--- src/ptm_map.svh ---
// Constants of the periodic timer: counter limits and reset values.
// Assumes inclusion by bare name from the package and the design modules.
`ifndef PTM_MAP_SVH
`define PTM_MAP_SVH

// ---------------------------------------------------------------------
// Counter limits
// ---------------------------------------------------------------------
`define PTM_CNT_W_NARROW 10
`define PTM_CNT_W_WIDE   16
`define PTM_CNT_MAX_10   16'h03ff
`define PTM_CNT_MAX_16   16'hffff

// ---------------------------------------------------------------------
// Reset values
// ---------------------------------------------------------------------
`define PTM_CNT_RST      16'h0000
`define PTM_FLAG_RST     1'b0
`define PTM_RUN_RST      1'b0
`define PTM_PIN_RST      1'b0
`define PTM_OE_RST       1'b0

`endif

--- src/ptm_pkg.sv ---
// Types shared by the periodic timer core and its trigger synchroniser.
// Assumes ptm_map.svh sits in the same folder.
`include "ptm_map.svh"

package ptm_pkg;

   // ------------------------------------------------------------------
   // Mode and pin-action encodings
   // ------------------------------------------------------------------
   typedef enum logic [1:0] {
      PTM_MODE_CMP = 2'b00,
      PTM_MODE_CAP = 2'b01,
      PTM_MODE_PWM = 2'b10,
      PTM_MODE_TMR = 2'b11
   } ptm_mode_t;

   typedef enum logic [1:0] {
      PTM_IO_NONE = 2'b00,
      PTM_IO_LOW  = 2'b01,
      PTM_IO_HIGH = 2'b10,
      PTM_IO_TOG  = 2'b11
   } ptm_io_t;

   // ------------------------------------------------------------------
   // Control carrier and state records
   // ------------------------------------------------------------------
   typedef struct packed {
      ptm_mode_t op_mode_select;
      ptm_io_t   output_action_select;
      logic      output_initial_level;
      logic      output_invert;
      logic      counter_clear_select;
      logic      trigger_falling;
   } ptm_cfg_t;

   typedef struct packed {
      logic [15:0] cnt;
      logic        run;
      logic        run_prev;
      logic        pin_lvl;
      logic        flag_a;
      logic        flag_p;
      logic        pin;
      logic        oe;
   } ptm_state_t;

   typedef struct packed {
      logic s1;
      logic s2;
      logic s3;
      logic level;
      logic rise;
      logic fall;
   } ptm_sync_state_t;

endpackage : ptm_pkg

--- src/ptm_trig_sync.sv ---
// Three-stage synchroniser with edge pulses for the external trigger pin.
// Assumes the pin is asynchronous to i_clock; pulses last one cycle.
`timescale 1ns/10ps

module ptm_trig_sync (
   input  wire logic i_clock,
   input  wire logic i_arst_n,
   input  wire logic i_pin,
   output logic      o_rise,
   output logic      o_fall
);

   ptm_pkg::ptm_sync_state_t st_ff;
   ptm_pkg::ptm_sync_state_t nxt_st;

   // ------------------------------------------------------------------
   // Next state
   // ------------------------------------------------------------------
   always_comb begin
      nxt_st      = st_ff;
      nxt_st.s1   = i_pin;
      nxt_st.s2   = st_ff.s1;
      nxt_st.s3   = st_ff.s2;
      nxt_st.rise = 1'b0;
      nxt_st.fall = 1'b0;
      // A change counts only once the two settled stages agree
      if ((st_ff.s2 == st_ff.s3) && (st_ff.s3 != st_ff.level)) begin
         nxt_st.level = st_ff.s3;
         nxt_st.rise  = st_ff.s3;
         nxt_st.fall  = ~st_ff.s3;
      end
   end

   always_ff @(posedge i_clock or negedge i_arst_n) begin
      if (!i_arst_n) begin
         st_ff <= '0;
      end else begin
         st_ff <= nxt_st;
      end
   end

   assign o_rise = st_ff.rise;
   assign o_fall = st_ff.fall;

endmodule : ptm_trig_sync

--- src/ptm_core.sv ---
// Periodic timer: counter, two comparators, match flags, one output pin.
// Assumes i_tick is a one-cycle enable from the timer clock divider and
// that software drives the configuration and the counter_run writes.
//
// Behaviour
// - counter_clear_select high clears counter on compare A match.
// - compare mode pin changes only on match A and on run rise, never on period match.
// - compare and single pulse: each rise of counter_run restores pin to output_initial_level.
// - counter maximum is 0x3FF (10-bit) or 0xFFFF (16-bit), then wraps.
// - counter_clear_select high suppresses match_p_flag outside PWM mode.
// - mode 11 counts and flags like compare mode, pin not driven.
// - PWM mode ignores counter_clear_select.
// - PWM period match clears counter; compare A sets duty.
// - PWM raises match_a_flag and match_p_flag on their matches.
// - 10-bit PWM period equals period value, zero gives 1024.
// - 16-bit PWM period equals period value, zero gives 65536.
// - compare A at or above period gives 100 percent duty.
// - PWM polarity from initial level, inverted by invert, forced by io.
// - PWM counting and flags continue while io is 00 or 01.
// - single pulse: counter_run rise starts counter and leading edge.
// - single pulse: trigger pin active edge sets counter_run.
// - pulse ends on software clear or match A, which clears run.
// - single pulse ending match A raises the interrupt request flag.
// - single pulse: counter zeroed only on run rise; period unused.
// - clear select low clears on period match, or overflow if zero.
// - compare mode io drives high, low or toggles; 00 no change.
// - compare A zero: match_a_flag stays low; with clear select high the counter overflows.
// - output_invert inverts the pin, no effect in capture or timer mode.
`timescale 1ns/10ps
`include "ptm_map.svh"

module ptm_core #(
   parameter int CNT_W = `PTM_CNT_W_NARROW
) (
   input  wire logic              i_clock,
   input  wire logic              i_arst_n,
   input  wire logic              i_tick,
   input  wire ptm_pkg::ptm_cfg_t i_cfg,
   input  wire logic [CNT_W-1:0]  i_compare_a_value,
   input  wire logic [CNT_W-1:0]  i_period_compare_value,
   input  wire logic              i_run_wr,
   input  wire logic              i_run_wdata,
   input  wire logic              i_flag_a_clear,
   input  wire logic              i_flag_p_clear,
   input  wire logic              i_ext_trigger_pin,
   output logic [CNT_W-1:0]       o_count,
   output logic                   o_counter_run,
   output logic                   o_match_a_flag,
   output logic                   o_match_p_flag,
   output logic                   o_pin,
   output logic                   o_pin_oe
);

   // ------------------------------------------------------------------
   // Elaboration check
   // ------------------------------------------------------------------
   generate
      if ((CNT_W != `PTM_CNT_W_NARROW) && (CNT_W != `PTM_CNT_W_WIDE))
      begin : g_bad_width
         $error("ptm_core: CNT_W must be 10 or 16");
      end
   endgenerate

   // Counter limit for this instance width
   localparam logic [15:0] CNT_MASK = (CNT_W == `PTM_CNT_W_WIDE) ?
                                      `PTM_CNT_MAX_16 : `PTM_CNT_MAX_10;

   // ------------------------------------------------------------------
   // Trigger pin synchroniser
   // ------------------------------------------------------------------
   logic trig_rise;
   logic trig_fall;

   ptm_trig_sync ptm_trig_sync_inst (
      .i_clock  (i_clock),
      .i_arst_n (i_arst_n),
      .i_pin    (i_ext_trigger_pin),
      .o_rise   (trig_rise),
      .o_fall   (trig_fall)
   );

   // ------------------------------------------------------------------
   // State
   // ------------------------------------------------------------------
   ptm_pkg::ptm_state_t st_ff;
   ptm_pkg::ptm_state_t nxt_st;

   logic [15:0] compare_a_value;
   logic [15:0] period_compare_value;
   logic [15:0] inc;
   logic        single;
   logic        run_rise;
   logic        counting;
   logic        a_hit;
   logic        p_hit;
   logic        clr_hit;
   logic        trig_edge;
   logic        pwm_active;
   logic        base;

   assign compare_a_value = 16'(i_compare_a_value);
   assign period_compare_value = 16'(i_period_compare_value);

   // ------------------------------------------------------------------
   // Next state
   // ------------------------------------------------------------------
   always_comb begin
      nxt_st      = st_ff;
      pwm_active  = 1'b0;
      base        = 1'b0;
      clr_hit     = 1'b0;

      single   = (i_cfg.op_mode_select == ptm_pkg::PTM_MODE_PWM) &&
                 (i_cfg.output_action_select == ptm_pkg::PTM_IO_TOG);
      run_rise = st_ff.run & ~st_ff.run_prev;
      counting = i_tick & st_ff.run & ~run_rise;
      // Wraps past the width maximum, which doubles as overflow
      inc      = (st_ff.cnt + 16'h0001) & CNT_MASK;
      // A zero compare A value never matches
      a_hit    = counting && (inc == compare_a_value) && (compare_a_value != 16'h0000);
      // A zero period value matches at the wrap to zero
      p_hit    = counting && (inc == period_compare_value);
      trig_edge = i_cfg.trigger_falling ? trig_fall : trig_rise;

      nxt_st.run_prev = st_ff.run;

      // Software write of counter_run, then hardware set and clear
      if (i_run_wr) begin
         nxt_st.run = i_run_wdata;
      end
      if (single && trig_edge) begin
         nxt_st.run = 1'b1;
      end

      // Flag clears first so that a same-cycle set wins
      if (i_flag_a_clear) begin
         nxt_st.flag_a = 1'b0;
      end
      if (i_flag_p_clear) begin
         nxt_st.flag_p = 1'b0;
      end

      // Counting and matches
      if (run_rise) begin
         nxt_st.pin_lvl = i_cfg.output_initial_level;
         if (single) begin
            nxt_st.cnt = `PTM_CNT_RST;
         end
      end else if (counting) begin
         case (i_cfg.op_mode_select)
            ptm_pkg::PTM_MODE_PWM: begin
               if (single) begin
                  // Counter only wraps; period value is not looked at
                  nxt_st.cnt = inc;
                  if (a_hit) begin
                     nxt_st.flag_a = 1'b1;
                     nxt_st.run    = 1'b0;
                  end
               end else begin
                  // Clear select is ignored; period match sets period
                  nxt_st.cnt = p_hit ? `PTM_CNT_RST : inc;
                  if (a_hit) begin
                     nxt_st.flag_a = 1'b1;
                  end
                  if (p_hit) begin
                     nxt_st.flag_p = 1'b1;
                  end
               end
            end
            default: begin
               // Compare, capture and timer modes count alike
               clr_hit = i_cfg.counter_clear_select ? a_hit : p_hit;
               nxt_st.cnt = clr_hit ? `PTM_CNT_RST : inc;
               if (a_hit) begin
                  nxt_st.flag_a = 1'b1;
               end
               if (p_hit && !i_cfg.counter_clear_select) begin
                  nxt_st.flag_p = 1'b1;
               end
               if (a_hit &&
                   (i_cfg.op_mode_select == ptm_pkg::PTM_MODE_CMP)) begin
                  case (i_cfg.output_action_select)
                     ptm_pkg::PTM_IO_LOW:  nxt_st.pin_lvl = 1'b0;
                     ptm_pkg::PTM_IO_HIGH: nxt_st.pin_lvl = 1'b1;
                     ptm_pkg::PTM_IO_TOG:  nxt_st.pin_lvl = ~st_ff.pin_lvl;
                     default:              nxt_st.pin_lvl = st_ff.pin_lvl;
                  endcase
               end
            end
         endcase
      end

      // Pin level, aligned with the counter value just computed
      // Duty at or above the period keeps the wave active throughout
      pwm_active = (nxt_st.cnt < compare_a_value);
      case (i_cfg.op_mode_select)
         ptm_pkg::PTM_MODE_CMP: begin
            base      = nxt_st.pin_lvl;
            nxt_st.oe = 1'b1;
         end
         ptm_pkg::PTM_MODE_PWM: begin
            nxt_st.oe = 1'b1;
            case (i_cfg.output_action_select)
               ptm_pkg::PTM_IO_NONE: base = ~i_cfg.output_initial_level;
               ptm_pkg::PTM_IO_LOW:  base = i_cfg.output_initial_level;
               ptm_pkg::PTM_IO_HIGH: base = pwm_active ?
                                            i_cfg.output_initial_level :
                                            ~i_cfg.output_initial_level;
               default:              base = nxt_st.run ?
                                            i_cfg.output_initial_level :
                                            ~i_cfg.output_initial_level;
            endcase
         end
         default: begin
            // Pin left to other functions
            base      = 1'b0;
            nxt_st.oe = 1'b0;
         end
      endcase
      nxt_st.pin = nxt_st.oe ? (base ^ i_cfg.output_invert) :
                               1'b0;
   end

   // ------------------------------------------------------------------
   // Registers
   // ------------------------------------------------------------------
   always_ff @(posedge i_clock or negedge i_arst_n) begin
      if (!i_arst_n) begin
         st_ff <= '{cnt:      `PTM_CNT_RST,
                    run:      `PTM_RUN_RST,
                    run_prev: `PTM_RUN_RST,
                    pin_lvl:  `PTM_PIN_RST,
                    flag_a:   `PTM_FLAG_RST,
                    flag_p:   `PTM_FLAG_RST,
                    pin:      `PTM_PIN_RST,
                    oe:       `PTM_OE_RST};
      end else begin
         st_ff <= nxt_st;
      end
   end

   // ------------------------------------------------------------------
   // Outputs
   // ------------------------------------------------------------------
   assign o_count        = st_ff.cnt[CNT_W-1:0];
   assign o_counter_run  = st_ff.run;
   assign o_match_a_flag = st_ff.flag_a;
   assign o_match_p_flag = st_ff.flag_p;
   assign o_pin          = st_ff.pin;
   assign o_pin_oe       = st_ff.oe;

endmodule : ptm_core

--- config.mk ---
export PLATFORM = sky130hd
export DESIGN_NAME = ptm_core
export DESIGN_NICKNAME = d
export VERILOG_FILES = /design/src/ptm_pkg.sv /design/src/ptm_trig_sync.sv /design/src/ptm_core.sv
export VERILOG_INCLUDE_DIRS = /design/src
export SDC_FILE = /design/constraint.sdc
export NUM_CORES = 1
export LEC_CHECK = 0
export ABC_CLOCK_PERIOD_IN_PS = 5000
export BUFFER_PORTS_ARGS = -buffer_cell sky130_fd_sc_hd__buf_2
export CAP_MARGIN = 10
export CORE_MARGIN = 2
export CORE_UTILIZATION = 35
export CTS_CLUSTER_DIAMETER = 100
export DETAILED_ROUTE_END_ITERATION = 8
export PLACE_DENSITY = 0.55
export SLEW_MARGIN = 0
export SYNTH_ARGS = -nofsm -noshare
export SYNTH_HDL_FRONTEND = slang
export SYNTH_HIERARCHICAL = 1
export SYNTH_SLANG_ARGS = --single-unit
--- constraint.sdc ---
create_clock -name i_clock -period 5 [get_ports i_clock]
set_input_delay 0 -clock i_clock [delete_from_list [all_inputs] [get_ports i_clock]]
set_output_delay 0 -clock i_clock [all_outputs]
set_load 0.005 [all_outputs]
==> impl_metrics.json <==
{
  "status": "complete, no violations",
  "critPathArrivalTime_ps": 4920,
  "cts_made_buffers": 5,
  "ys_async_sr_fraction_pct": 100,
  "synthSimpleGateAreaFrac_pct": 25.8,
  "antenna_cells": 0,
  "yosys_warnings": 6,
  "synth_xor_area_share_pct": 9.68,
  "fmax_mhz": 210,
  "path_cells": "ha_2 > xor2_1 > or3_1 > a211o_1 > or3b_1 > nor4_4 > a31o_4 > buf_4 > nor2_1 > o21ai_0 > o41ai_1 > ha_1 > nand4_1 > inv_1 > nand4_1 > nor2_1 > o31ai_1 > o21ai_0 > mux2i_1 > o21ai_1 > mux2_1",
  "register_area_um2": 726,
  "drv_cap": 0,
  "grt.total_usage_pct": 19.0,
  "final_hold_viol_count": 0,
  "firstDrtPassIters": 4,
  "synth_area_um2": 2400,
  "start_util_pct": 35.8,
  "synth_seq_cells": 29,
  "routed_via_density": 5.46,
  "die_y_um": 86.9,
  "antenna_found_initial": 0,
  "p_leak_nw": 1.33,
  "worstPathRequired_ps": 5170,
  "fill_cells": 686,
  "grt_pass1_vias": 2136,
  "criticalPathCategory": "reg -> reg",
  "crit_fanout": 8,
  "crit_slowest_cell": "dfrtp_1",
  "synth_top_area_share_pct": 30.2,
  "min-delay-path-class": "in -> reg",
  "route.detailed.drc": 0,
  "dp_slack_ps": 120,
  "hpwl_um": 5320,
  "worst_ir_drop_vdd_v": 0.000158,
  "power_density_nw_per_um2": 236,
  "yosysSeqAreaShare_pct": 30.2,
  "synth_cells": 273,
  "place.gp.congestion": 0.899,
  "finalNetCount": 369,
  "setup_ws_ps": 249,
  "clockBufferDepth": 2,
  "cp_top_family": "simple AND/OR/NAND/NOR gates",
  "cts_tree": "yes",
  "slew_viol_final": 0,
  "drt_iter0_drc": 139,
  "die-area_um2": 7550,
  "endpoint_kind": "flip-flop",
  "drive_above_1_share_pct": 26.5,
  "wirelength_um": 6780,
  "grt_max_degree": 30,
  "path_clk_slew_ps": 80,
  "startpoint_type": "flip-flop",
  "vias": 2205,
  "relSlewSlack_pct": 54.1,
  "cpPeakStageDelay_ps": 430,
  "multi_input_area_um2": 1490,
  "finalPower_uw": 671,
  "cts_root_buf": "clkbuf_8",
  "fin_crit_ps": 4750,
  "tns_ps": 0,
  "antenna_left": 0,
  "placedCellCount": 389,
  "io_buffers": 50,
  "crit_buf_inv": 2,
  "synth_top_family_by_area": "simple AND/OR/NAND/NOR gates",
  "synth_compound_area_share_pct": 18.2,
  "yosys.area_share.adder_pct": 5.67,
  "ys_types": 64,
  "overflow": 0,
  "pin_count": 51,
  "syn_avg_cell_area_um2": 8.81,
  "synth_ff_type": "dfrtp_1",
  "insertion_delay_ps": 290,
  "core-area_um2": 6720,
  "grt_pass1_wl_um": 11000,
  "rows": 30,
  "final_cells": 404,
  "syn_to_final_growth_pct": 18.4,
  "rsz0062_at_grt": "no",
  "synth-edff-count": 0,
  "synthMuxAreaShare_pct": 1.35,
  "netlist_top_cells_area": "dfrtp_1 30%, xnor2_1 5.8%, ha_1 5.2%",
  "setup_violations": 0,
  "die_w_um": 86.9,
  "wl_per_cell_um": 16.8,
  "clock_sinks": 29,
  "h-tree-depth": 2,
  "syn_nets": 319,
  "fin_skew_ps": 12.6,
  "worst_slew_pin_slew_ps": 688,
  "post-route-period-util_pct": 95.0,
  "yosys.area.top_type": "dfrtp_1"
}
final timing paths:
path | startpoint | to | slack (ps) | cells past startpoint
max in group asynchronous | i_arst_n | o_count[0]$_DFF_PN0_ | 4260 | 2
worst min register to register | ptm_trig_sync_inst/nxt_st[4]$_DFF_PN0_ | ptm_trig_sync_inst/nxt_st[3]$_DFF_PN0_ | 360 | 0
worst min-delay path | i_run_wdata | o_counter_run$_DFF_PN0_ | 40 | 3
worst max-delay path | o_count[1]$_DFF_PN0_ | o_pin$_DFF_PN0_ | 250 | 21
min in group asynchronous | i_arst_n | o_count[1]$_DFF_PN0_ | 290 | 2
worst max register to register | o_count[1]$_DFF_PN0_ | o_pin$_DFF_PN0_ | 250 | 21
through the flow:
stage | hold WS [ps] | utilization [%] | area [µm²]
2_1_floorplan | -296 | - | 2400
3_3_place_gp | 99.0 | 39.6 | 2660
3_5_place_dp | 92.3 | 39.6 | 2660
4_1_cts | 31.3 | 41.7 | 2800
5_1_grt | 51.6 | 42.4 | 2850
6_report | 41.4 | 42.4 | 2850
placed cells by master, fill, tap and decap left out, types with 3 or more instances in the layout:
master	instances
nand2_1	20
nand3_1	5
inv_1	17
dfrtp_1	29
xnor2_1	16
clkinvlp_4	3
buf_2	50
o21ai_0	14
o211ai_1	4
nand2b_1	4
a21oi_1	8
nor3b_1	4
ha_1	9
and3_1	4
nor2b_1	8
nor2_1	17
nand3_2	4
nor4_1	4
xor2_1	8
nand4_1	8
and2_1	7
o22ai_1	3
dlygate4sd3_1	5
o31ai_1	5
or3_1	3
buf_4	10
clkbuf_8	5
a221oi_1	3
layout make-up:
| class | count | share of cell area, % |
|---|---|---|
| clock buffer | 5 | 2.42 |
| timing repair buffer | 65 | 13.2 |
| sequential | 29 | 25.5 |
| inverter | 17 | 2.24 |
| multi-input combinational | 205 | 52.4 |
| clock inverter | 3 | 0.791 |
| tap | 80 | 3.52 |
synth_stat cells (all sizes together) (3+ instances only):
cell,n
a21oi,8
nor2b,8
o21ai,16
o22ai,3
a221oi,4
o31ai,5
nor4,6
xnor2,16
inv,17
nand4,10
nand2,20
nor2,17
nand2b,4
nand3,9
or3,3
dfrtp,29
o211ai,4
buf,19
and2,7
and3,5
ha,10
nor3b,4
clkbuf,3
xor2,8
where the power goes:
| group | switching, mW | internal [mW] | leakage, nW |
|---|---|---|---|
| clock | 0.102 | 0.0975 | 0.0364 |
| combinational | 0.111 | 0.0913 | 0.906 |
| sequential | 0.0179 | 0.250 | 0.383 |
sequential cells by signal (all words and copies together) (netlist names):
signal                     count
ptm_trig_sync_inst/o_rise      1
o_pin                          1
ptm_trig_sync_inst/st_ff       2
st_ff                          8
o_match_a_flag                 1
ptm_trig_sync_inst/nxt_st      2
o_counter_run                  1
o_pin_oe                       1
o_count                       10
ptm_trig_sync_inst/o_fall      1
o_match_p_flag                 1
tightest hold or removal path, cell delays in order:
cell      delay (ps)
buf_2             90
a221oi_1          90
nor2b_1          110
what timing repair did:
action / CTS / global route
hold endpoints to repair: 33 / 0
endpoints found under the setup margin: 0 / 1
resized for setup: 0 / 5
buffers inserted: 0 / 2
hold buffers: 5 / 0
metal layers:
layer / routed length (µm) / global-route usage [%] / share of wire (%) / vias to the layer above
li1: - / - / - / 1085
met3: 439 / 4.36 / 6.5 / 10
met4: 104 / 6.25 / 1.5 / 0
met2: 3250 / 30.5 / 48 / 69
met1: 2990 / 25.4 / 44 / 1041
met5: 0 / 0 / 0 / -
cell families (layout without fill, tap and decap cells):
logic type,count (synthesis),count (layout)
AOI/OAI and AO/OA,63,63
and+or+nand+nor,103,103
buffers and inverters,39,90
muxes,3,3
xor gates and xnor gates,25,25
adders and majority gates,11,11
DFF,29,29
No activity file was read; power rests on OpenSTA's default activity.
